===== config.mk =====
export PLATFORM = sky130hd
export DESIGN_NAME = hipe_core
export DESIGN_NICKNAME = d
export VERILOG_FILES = /design/src/common/hipe_pkg.sv /design/src/hipe_sync.sv /design/src/hipe_prio.sv /design/src/hipe_core.sv
export VERILOG_INCLUDE_DIRS = /design/src /design/src/common
export SDC_FILE = /design/constraint.sdc
export NUM_CORES = 1
export LEC_CHECK = 0
export BUFFER_PORTS_ARGS = -buffer_cell sky130_fd_sc_hd__buf_4
export CORE_MARGIN = 2
export CORE_UTILIZATION = 44
export CTS_BUF_LIST = sky130_fd_sc_hd__clkbuf_8
export DETAILED_ROUTE_END_ITERATION = 10
export PLACE_DENSITY = 0.78
export SETUP_SLACK_MARGIN = 0.02
export SLEW_MARGIN = 15
export SYNTH_ARGS = -nofsm -noshare
export SYNTH_HDL_FRONTEND = slang
export SYNTH_SLANG_ARGS = --single-unit

===== constraint.sdc =====
create_clock -name clk -period 1.47 [get_ports clk]
set_clock_uncertainty 0.2 [all_clocks]
set_input_delay 0.0735 -clock clk [delete_from_list [all_inputs] [get_ports clk]]
set_output_delay 0.0735 -clock clk [all_outputs]
set_load 0.01 [all_outputs]

===== src/common/hipe_defines.svh =====
// Purpose: constants of the hart interrupt pending/enable block
// Assumes: included by bare name
// Notes: bit position of a cause equals its cause number
`ifndef HIPE_DEFINES_SVH
`define HIPE_DEFINES_SVH

`define HIPE_VEC_W 16
`define HIPE_CAUSE_W 4
`define HIPE_BIT_SSI 1
`define HIPE_BIT_MSI 3
`define HIPE_BIT_STI 5
`define HIPE_BIT_MTI 7
`define HIPE_BIT_SEI 9
`define HIPE_BIT_MEI 11
`define HIPE_M_MASK 16'h0888
`define HIPE_S_MASK 16'h0222
`define HIPE_STD_MASK 16'h0aaa
`define HIPE_RST_VEC 16'h0000
`define HIPE_RST_CAUSE 4'h0

`endif


===== src/common/hipe_pkg.sv =====
// Purpose: types of the hart interrupt pending/enable block
// Assumes: hipe_defines.svh on the include path
// Notes: one-hot codes for operations and register views
`include "hipe_defines.svh"
package hipe_pkg;

    typedef enum logic [1:0] {
        HIPE_PRIV_U = 2'h0,
        HIPE_PRIV_S = 2'h1,
        HIPE_PRIV_M = 2'h3
    } hipe_priv_t;

    typedef enum logic [2:0] {
        HIPE_OP_WRITE = 3'h1,
        HIPE_OP_SET = 3'h2,
        HIPE_OP_CLEAR = 3'h4
    } hipe_op_t;

    typedef enum logic [3:0] {
        HIPE_SEL_PEND = 4'h1,
        HIPE_SEL_ENA = 4'h2,
        HIPE_SEL_SPEND = 4'h4,
        HIPE_SEL_SENA = 4'h8
    } hipe_sel_t;

    typedef struct packed {
        logic valid;
        hipe_op_t op;
        hipe_sel_t sel;
        logic [`HIPE_VEC_W-1:0] wdata;
    } hipe_csr_req_t;

    typedef struct packed {
        hipe_priv_t priv;
        logic m_ie;
        logic s_ie;
    } hipe_hart_t;

endpackage


===== src/hipe_sync.sv =====
// Purpose: two-flop synchroniser for asynchronous request pins
// Assumes: inputs are levels
// Notes: first stage is read by the second stage only
`timescale 1ns/1ps
`default_nettype none
module hipe_sync #(
    parameter int W = 2
) (
    clk,
    srst,
    d,
    q
);
    input wire logic clk;
    input wire logic srst;
    input wire logic [W-1:0] d;
    output logic [W-1:0] q;

    logic [W-1:0] meta_reg;

    always_ff @(posedge clk) begin
        if (srst) begin
            meta_reg <= '0;
            q <= '0;
        end else begin
            meta_reg <= d;
            q <= meta_reg;
        end
    end
endmodule // hipe_sync
`default_nettype wire


===== src/hipe_prio.sv =====
// Purpose: fixed-priority pick among takeable interrupts
// Assumes: take has pending, enable and global enable folded in
// Notes: purely combinational; the caller registers the result
`timescale 1ns/1ps
`default_nettype none
`include "hipe_defines.svh"
module hipe_prio (
    take,
    to_m,
    found,
    cause
);
    input wire logic [`HIPE_VEC_W-1:0] take;
    input wire logic [`HIPE_VEC_W-1:0] to_m;
    output logic found;
    output logic [`HIPE_CAUSE_W-1:0] cause;

    // lowest priority first, so the last hit of the scan wins
    localparam int ORD[6] = '{`HIPE_BIT_STI, `HIPE_BIT_SSI, `HIPE_BIT_SEI,
        `HIPE_BIT_MTI, `HIPE_BIT_MSI, `HIPE_BIT_MEI};

    // platform causes would be scanned after this loop to rank first
    always_comb begin
        found = 1'b0;
        cause = `HIPE_RST_CAUSE;
        for (int p = 0; p < 2; p++) begin
            for (int k = 0; k < 6; k++) begin
                if (take[ORD[k]] && (to_m[ORD[k]] == (p == 1))) begin
                    found = 1'b1;
                    cause = ORD[k][`HIPE_CAUSE_W-1:0];
                end
            end
        end
    end
endmodule // hipe_prio
`default_nettype wire


===== src/hipe_core.sv =====
// Purpose: per-hart pending/enable vectors, global enable and selection
// Assumes: csr_req comes from core logic on clk; external and timer irq pins are asynchronous
// Notes: read data returns the value before a same-cycle update
// Function
// - cause i maps to bit i
// - low sixteen bits hold standard causes only
// - take when pending, enabled, globally enabled
// - undelegated: below M, or M with enable
// - writing zero clears writable pending bit
// - unimplemented enable bits read zero
// - pending layout 11,9,7,5,3,1
// - enable layout matches pending layout
// - no non-maskable interrupt in pending
// - external controller alone drives machine external
// - machine timer pending is read-only
// - machine software pending read-only, mmio driven
// - no supervisor: supervisor bits zero
// - supervisor external is latch OR request
// - reads OR, set/clear use latch only
// - supervisor timer pending software writable
// - supervisor software pending software writable
// - higher destination first, then fixed order
// - interrupts beat synchronous exceptions
// - platform causes get platform priority
// - supervisor views show delegated bits only
// - delegation vector shares pending layout
// - delegated interrupts masked at delegator level
`timescale 1ns/1ps
`default_nettype none
`include "hipe_defines.svh"
module hipe_core
    import hipe_pkg::*;
#(
    parameter bit SUP_PRESENT = 1'b1
) (
    input wire logic clk,
    input wire logic srst,
    input wire hipe_csr_req_t csr_req,
    output logic [`HIPE_VEC_W-1:0] csr_rdata,
    output logic csr_rvalid,
    input wire hipe_hart_t hart,
    input wire logic [`HIPE_VEC_W-1:0] deleg,
    input wire logic m_ext_irq,
    input wire logic s_ext_irq,
    input wire logic m_timer_irq,
    input wire logic m_soft_irq,
    input wire logic exc_pending,
    output logic irq_req,
    output logic [`HIPE_CAUSE_W-1:0] irq_cause,
    output logic exc_take
);

    localparam logic [`HIPE_VEC_W-1:0] S_IMPL =
        SUP_PRESENT ? `HIPE_S_MASK : `HIPE_RST_VEC;
    localparam logic [`HIPE_VEC_W-1:0] IMPL = `HIPE_M_MASK | S_IMPL;

    logic [2:0] pins_s;
    logic supervisor_external_pending_sw_reg;
    logic supervisor_timer_pending_reg;
    logic supervisor_software_pending_reg;
    logic [`HIPE_VEC_W-1:0] enable_reg;
    logic [`HIPE_VEC_W-1:0] pend_view;
    logic [`HIPE_VEC_W-1:0] pend_rmw;
    logic [`HIPE_VEC_W-1:0] dlg;
    logic [`HIPE_VEC_W-1:0] old_val;
    logic [`HIPE_VEC_W-1:0] new_val;
    logic [`HIPE_VEC_W-1:0] wmask;
    logic [`HIPE_VEC_W-1:0] gen;
    logic [`HIPE_VEC_W-1:0] take;
    logic take_found;
    logic [`HIPE_CAUSE_W-1:0] take_cause;
    logic wr_pend;
    logic wr_ena;

    // apply a write, set or clear to an old value
    function automatic logic [`HIPE_VEC_W-1:0] rmw(
        input hipe_op_t op,
        input logic [`HIPE_VEC_W-1:0] old,
        input logic [`HIPE_VEC_W-1:0] wd
    );
        logic [`HIPE_VEC_W-1:0] r;
        r = old;
        unique case (op)
            HIPE_OP_WRITE: r = wd;
            HIPE_OP_SET: r = old | wd;
            HIPE_OP_CLEAR: r = old & ~wd;
            default: r = old;
        endcase
        return r;
    endfunction

    // external and timer requests arrive from other domains
    hipe_sync #(
        .W(3)
    ) u_sync (
        .clk(clk),
        .srst(srst),
        .d({s_ext_irq, m_timer_irq, m_ext_irq}),
        .q(pins_s)
    );

    // delegation shares the pending layout; machine bits never delegate
    assign dlg = deleg & S_IMPL;

    // no non-maskable source in this vector
    // supervisor external seen as latch OR controller request
    always_comb begin
        pend_view = `HIPE_RST_VEC;
        pend_view[`HIPE_BIT_MEI] = pins_s[0];
        pend_view[`HIPE_BIT_MTI] = pins_s[1];
        pend_view[`HIPE_BIT_MSI] = m_soft_irq;
        pend_view[`HIPE_BIT_SEI] = SUP_PRESENT & (supervisor_external_pending_sw_reg | pins_s[2]);
        pend_view[`HIPE_BIT_STI] = SUP_PRESENT & supervisor_timer_pending_reg;
        pend_view[`HIPE_BIT_SSI] = SUP_PRESENT & supervisor_software_pending_reg;
    end

    // set and clear operate on the software latch only
    always_comb begin
        pend_rmw = pend_view;
        pend_rmw[`HIPE_BIT_SEI] = SUP_PRESENT & supervisor_external_pending_sw_reg;
    end

    // supervisor views expose delegated bits only
    always_comb begin
        old_val = `HIPE_RST_VEC;
        wmask = `HIPE_RST_VEC;
        unique case (csr_req.sel)
            HIPE_SEL_PEND: begin
                old_val = (csr_req.op == HIPE_OP_WRITE) ? pend_view : pend_rmw;
                wmask = S_IMPL;
            end
            HIPE_SEL_ENA: begin
                old_val = enable_reg;
                wmask = IMPL;
            end
            HIPE_SEL_SPEND: begin
                old_val = pend_view & dlg;
                wmask = dlg & (16'h0001 << `HIPE_BIT_SSI);
            end
            HIPE_SEL_SENA: begin
                old_val = enable_reg & dlg;
                wmask = dlg;
            end
            default: begin
                old_val = `HIPE_RST_VEC;
                wmask = `HIPE_RST_VEC;
            end
        endcase
        new_val = rmw(csr_req.op, old_val, csr_req.wdata);
    end

    assign wr_pend = csr_req.valid &&
        (csr_req.sel == HIPE_SEL_PEND || csr_req.sel == HIPE_SEL_SPEND);
    assign wr_ena = csr_req.valid &&
        (csr_req.sel == HIPE_SEL_ENA || csr_req.sel == HIPE_SEL_SENA);

    // read data holds the pre-update value for one cycle
    always_ff @(posedge clk) begin
        if (srst) begin
            csr_rdata <= `HIPE_RST_VEC;
            csr_rvalid <= 1'b0;
        end else begin
            csr_rvalid <= csr_req.valid;
            csr_rdata <= csr_req.valid ?
                ((csr_req.sel == HIPE_SEL_PEND) ? pend_view : old_val) :
                `HIPE_RST_VEC;
        end
    end

    // writable pending bits cleared by writing zero
    // machine pending bits have no write path
    // machine software level comes from memory-mapped logic
    always_ff @(posedge clk) begin
        if (srst) begin
            supervisor_external_pending_sw_reg <= 1'b0;
            supervisor_timer_pending_reg <= 1'b0;
            supervisor_software_pending_reg <= 1'b0;
        end else if (wr_pend) begin
            if (wmask[`HIPE_BIT_SEI]) begin
                supervisor_external_pending_sw_reg <= new_val[`HIPE_BIT_SEI];
            end
            if (wmask[`HIPE_BIT_STI]) begin
                supervisor_timer_pending_reg <= new_val[`HIPE_BIT_STI];
            end
            if (wmask[`HIPE_BIT_SSI]) begin
                supervisor_software_pending_reg <= new_val[`HIPE_BIT_SSI];
            end
        end
    end

    // only implemented enable bits hold state
    // supervisor bits are absent from the masks without supervisor
    always_ff @(posedge clk) begin
        if (srst) begin
            enable_reg <= `HIPE_RST_VEC;
        end else if (wr_ena) begin
            enable_reg <= (enable_reg & ~wmask) | (new_val & wmask);
        end
    end

    // delegated causes masked in machine mode
    always_comb begin
        gen = `HIPE_RST_VEC;
        for (int i = 0; i < `HIPE_VEC_W; i++) begin
            if (dlg[i]) begin
                gen[i] = (hart.priv == HIPE_PRIV_S && hart.s_ie) ||
                    hart.priv == HIPE_PRIV_U;
            end else begin
                gen[i] = hart.priv != HIPE_PRIV_M || hart.m_ie;
            end
        end
    end

    // cause number is the bit index
    // pending and enabled and globally enabled
    assign take = pend_view & enable_reg & gen;

    hipe_prio u_prio (
        .take(take),
        .to_m(~dlg),
        .found(take_found),
        .cause(take_cause)
    );

    // registered request and cause each cycle
    // exception only when no interrupt is takeable
    always_ff @(posedge clk) begin
        if (srst) begin
            irq_req <= 1'b0;
            irq_cause <= `HIPE_RST_CAUSE;
            exc_take <= 1'b0;
        end else begin
            irq_req <= take_found;
            irq_cause <= take_found ? take_cause : `HIPE_RST_CAUSE;
            exc_take <= exc_pending && !take_found;
        end
    end

    // previous-cycle copies, for checks on the registered outputs
    logic [`HIPE_VEC_W-1:0] take_d_reg;
    logic [`HIPE_VEC_W-1:0] dlg_d_reg;

    always_ff @(posedge clk) begin
        if (srst) begin
            take_d_reg <= `HIPE_RST_VEC;
            dlg_d_reg <= `HIPE_RST_VEC;
        end else begin
            take_d_reg <= take;
            dlg_d_reg <= dlg;
        end
    end

    if (!SUP_PRESENT) begin : g_nosup

    end
endmodule // hipe_core
`default_nettype wire


# Word level (Yosys, flattened, before mapping)
# Cells that the tools add are included.
# classes
div_mod_pow	0
mul	0
add_sub_neg	0
eq_ne	9
muxes	32
n_reduce_logical	29
magnitude_cmp	0
n_bitwise	21
shifts	0
# ops
operator	n
16-bit one-hot mux with 4 select lines	1
16-bit bitwise AND	3
12-bit one-hot mux with 4 select lines	1
16-bit one-hot mux with 3 select lines	1
4-bit two-way mux	11
16-bit NOT	2
16-bit OR	2
12-bit bitwise AND	2
16-bit by 10-bit bitwise AND with 16-bit output	1
1-bit logical AND	16
1-bit two-way mux	15
12-bit by 10-bit bitwise AND with 12-bit output	1
12-bit two-way mux	1
10-bit NOT with 12-bit output	1
10-bit two-way mux	1
1-bit NOT	8
2-bit AND reduction	3
4-bit by 1-bit == test with 1-bit output, second input constant	1
4-bit by 2-bit == test with 1-bit output, second input constant	1
4-bit by 3-bit == test with 1-bit output, second input constant	1
4-bit == test, second input constant	1
1-bit logical OR	4
2-bit OR reduction	2
4-bit OR reduction	1
other kinds (10)	10
# word_totals
n_memories	0
ff_bits	48
input_bits	51
output_inout_bits	23
latch_bits	0
romBits	0
mem_bits_rw	0

# Logic depth before layout (Yosys ltp)
# depth
word_depth	20
mapped_depth	6
depth_no_buf	5

# Modules after synthesis
# A second synthesis with hierarchy kept.
# unflattened
cells_unflattened	214
area_unflattened_um2	1712.9
# by_module_without_submodules
mod	cells_per_inst	n_inst	area_per_inst_um2
hipe_core	175	1	1381.3
hipe_prio	27	1	173.9
hipe_sync	12	1	157.7

# Worst setup path before layout
# No wires, ideal clock.
# synth_timing
path_kind	flip-flop to flip-flop
start	register u_sync.q[2]
end	register with a tool-made name
slack_ns	-0.111
n_path_buf	0
stages_incl_launch_ff	6
setup_time_ns	0.096
arrival_ns	1.285
synth_period_minus_slack_ns	1.581
path_cell_list	dfxtp_1 -> nor4bb_1 -> o211ai_1 -> o2111ai_1 -> nand3_1 -> o41ai_2
# synth_rtl
item	line	rtl
start: declaration	hipe_sync.sv:17	output logic [W-1:0] q;
start signal: assignment	hipe_sync.sv:27	q <= meta_reg;

==> impl_results.md <==
* YS warnings at 0
* CTS tree: built
* Period utilization at 1.096
* GR Overflow Total at 0
* Library cells used by synthesis at 46
* Gpl congestion at slightly below 0.9
* Largest net degree at the start of global routing at 24
* Finish-stage setup viols at 13
* Site Rows at 22
* Cell Area, Synth at 1699 µm²
* Post-Synth Simple-Gate Area at 0.3270
* HPWL after DPL at 3552 µm
* Post-synth EDFFs at 0
* Slew Limit Fails at 0
* CP peak stage delay at 0.44 ns
* Vert. Die Dim at 66.14 µm
* Antenna violations before repair at 0
* Initial Utilization at 0.4607
* Vias in the first global route at 1,785
* Fmax at 620.6 MHz
* CP bufs+invs at 0
* Fin util at 0.7246
* Die ar. at roughly 4400 µm²
* Avg Cell Area, Syn at between 8 and 9 µm²
* Worst Hold Class: in2reg
* H-tree depth at 1
* GRT Total Usage at 0.2484
* XOR/XNOR share of the synthesized area at 0
* Async S/R FF share, synth at 0
* Post-synthesis compound-gate area fraction at 0.2607
* Req. time, crit path at 1.49 ns
* Final WS setup at -0.1414 ns
* Core Area at 3689 µm²
* Synth top area cells: dfxtp_1 (33%), nor2b_1 (5.9%), and3b_1 (5.2%)
* Hold Vio Cnt, Final at 1
* Final wirelength at around 5200 µm
* Die Wd at 66.14 µm
* WL/cell at 15.10 µm
* IO Port Bufs at 40
* Yosys top cell area share at 0.3299
* Status: finished, violations left
* CTS clk-pin slew, worst paths at 0.09 ns
* Final Instance Count excl. Fillers at 342
* Share of cells above drive strength 1 at 0.4320
* Max Cap Viol at 0
* ANT cells at 0
* Most frequent cells in the layout: buf_4 (81), dfxtp_1 (18), nor2_1 (15)
* Vias/cell at between 5 and 6
* Post-synthesis adder-cell area fraction at 0
* Num ports at 74
* Drt first pass iters at 4
* CTS Sinks at 28
* Placed cells at 323
* Clock latency on the worst-skew pair at 0.28 ns
* Worst hold slack at -0.001411 ns
* CP arrival at 1.63 ns
* Final instance area at between 2000 and 3000 µm²
* Startpoint Class: flip-flop
* Post-DRT Antenna Nets at 0
* Area after DPL at around 2300 µm²
* Slowest stage cell, crit path: a2111oi_4
* Post-synthesis register bit count at 28
* Seq/Total Area, Yosys at 0.3299
* Place WS at -0.1782 ns
* Crit path capture type: flip-flop
* Main combinational cell family by area after synthesis: simple AND/OR/NAND/NOR gates
* Pleak at ~0.0012 µW
* Root Buffer: clkbuf_8
* Synth area leader: dfxtp_1
* Nets at around 350
* Clk buf depth at 2
* DRC at 0
* Area grow syn2layout at 57.29%
* Vias post-DR at 1,895
* Kind of critical path: reg2reg
* Cell Pwr Density at 651.6 nW/µm²
* Crit path max-delay family: compound AO/OA/AOI/OAI gates
* Critical path cell sequence: nand3b_1, a2111oi_4, nor2_2, o21ai_1, a41o_1
* Cells after synthesis at 206
* Failing checks: hold timing, setup timing
* Unrepaired setup endpoints after global routing: yes
* Minimum clock period at 1.611 ns
* Multiplexer share of the synthesized area at 0
* Most common cell after layout, fill and taps aside: buf_4
* 1st-iter DRT viols at 98
* Peak supply drop at 0.0004067 V
* Number of CTS-inserted buffers at 3
* Prevailing post-synth register cell: dfxtp_1
* CP max FO at 3
* First-pass GRT wire length at roughly 8300 µm
==> power breakdown <==
part           switching (µW)  internal (µW)  leakage, µW
clock                     251            365    0.0000357
sequential               5.73            770     0.000232
combinational             177            173     0.000910
==> synth_stat cells, types with 3 or more instances <==
master	n
nor2_1	16
nand3_1	6
nor3_1	5
nor2b_1	16
o21ai_0	4
inv_1	7
o211ai_1	6
a22o_1	3
nand2_1	13
o2bb2ai_1	3
nor3b_1	3
a221oi_1	3
buf_4	10
o21ai_1	4
nand3b_1	8
nand2b_1	4
a21oi_1	8
buf_2	4
clkbuf_1	4
dfxtp_1	28
a31oi_1	5
a21o_1	3
and3b_1	10
o31ai_1	3
==> final timing paths <==
kind	start	to	slack (ns)	depth (start not counted)
setup / recovery	flip-flop	flip-flop	-0.14	5
hold / removal	csr_req[9]	flip-flop	-0.001	4
setup reg to reg	flip-flop	flip-flop	-0.14	5
hold reg to reg	u_sync.meta_reg[2]	u_sync.q[2]	0.24	1
==> stage by stage <==
stage / TNS (ns) / power, µW
global placement: -0.8503 / 1083
global route: -1.945 / 1823
floorplan: -0.03453 / 946.8
finish: -0.8927 / 1742
CTS: -0.7066 / 1733
detailed placement: -1.310 / 1089
==> worst reg2reg max path, cell delays in order (launching register included) <==
cell       delay, ns
dfxtp_2         0.35
nand3b_1        0.12
a2111oi_4       0.44
nor2_2          0.11
o21ai_1         0.14
a41o_1          0.20
==> area by class of cell <==
| cell class | instances | area (µm²) |
|---|---|---|
| multi-input combinational | 162 | 1207 |
| fill | 298 | 1016 |
| timing repair buffer | 93 | 732.0 |
| sequential | 28 | 575.6 |
| tap | 48 | 60.06 |
| clock buffer | 3 | 41.29 |
| clock inverter | 1 | 30.03 |
| inverter | 7 | 26.28 |
==> per-layer routing <==
| layer | up-vias | part of all wire | global-route usage |
|---|---|---|---|
| met5 | - | 0 | 0 |
| met4 | 0 | 0.017 | 0.1046 |
| met1 | 903 | 0.41 | 0.3081 |
| met2 | 61 | 0.52 | 0.4463 |
| met3 | 7 | 0.055 | 0.008518 |
| li1 | 924 | - | - |
==> cells by family (layout without fill, tap and decap cells) <==
kind of cell	count (synthesis)	in the layout
other	1	10
DFF	28	28
buffers and inverters	25	104
AOI/OAI and AO/OA	58	58
and+or+nand+nor	94	94
==> what timing repair did <==
item / in CTS / in global routing
endpoints found under the hold margin: 11 / 0
hold buffers: 9 / 0
resized for setup: 22 / 18
buffers inserted: 3 / 4
setup endpoints to repair: 13 / 15
pin swaps: 18 / 17
(Power assumes the default switching activity.)
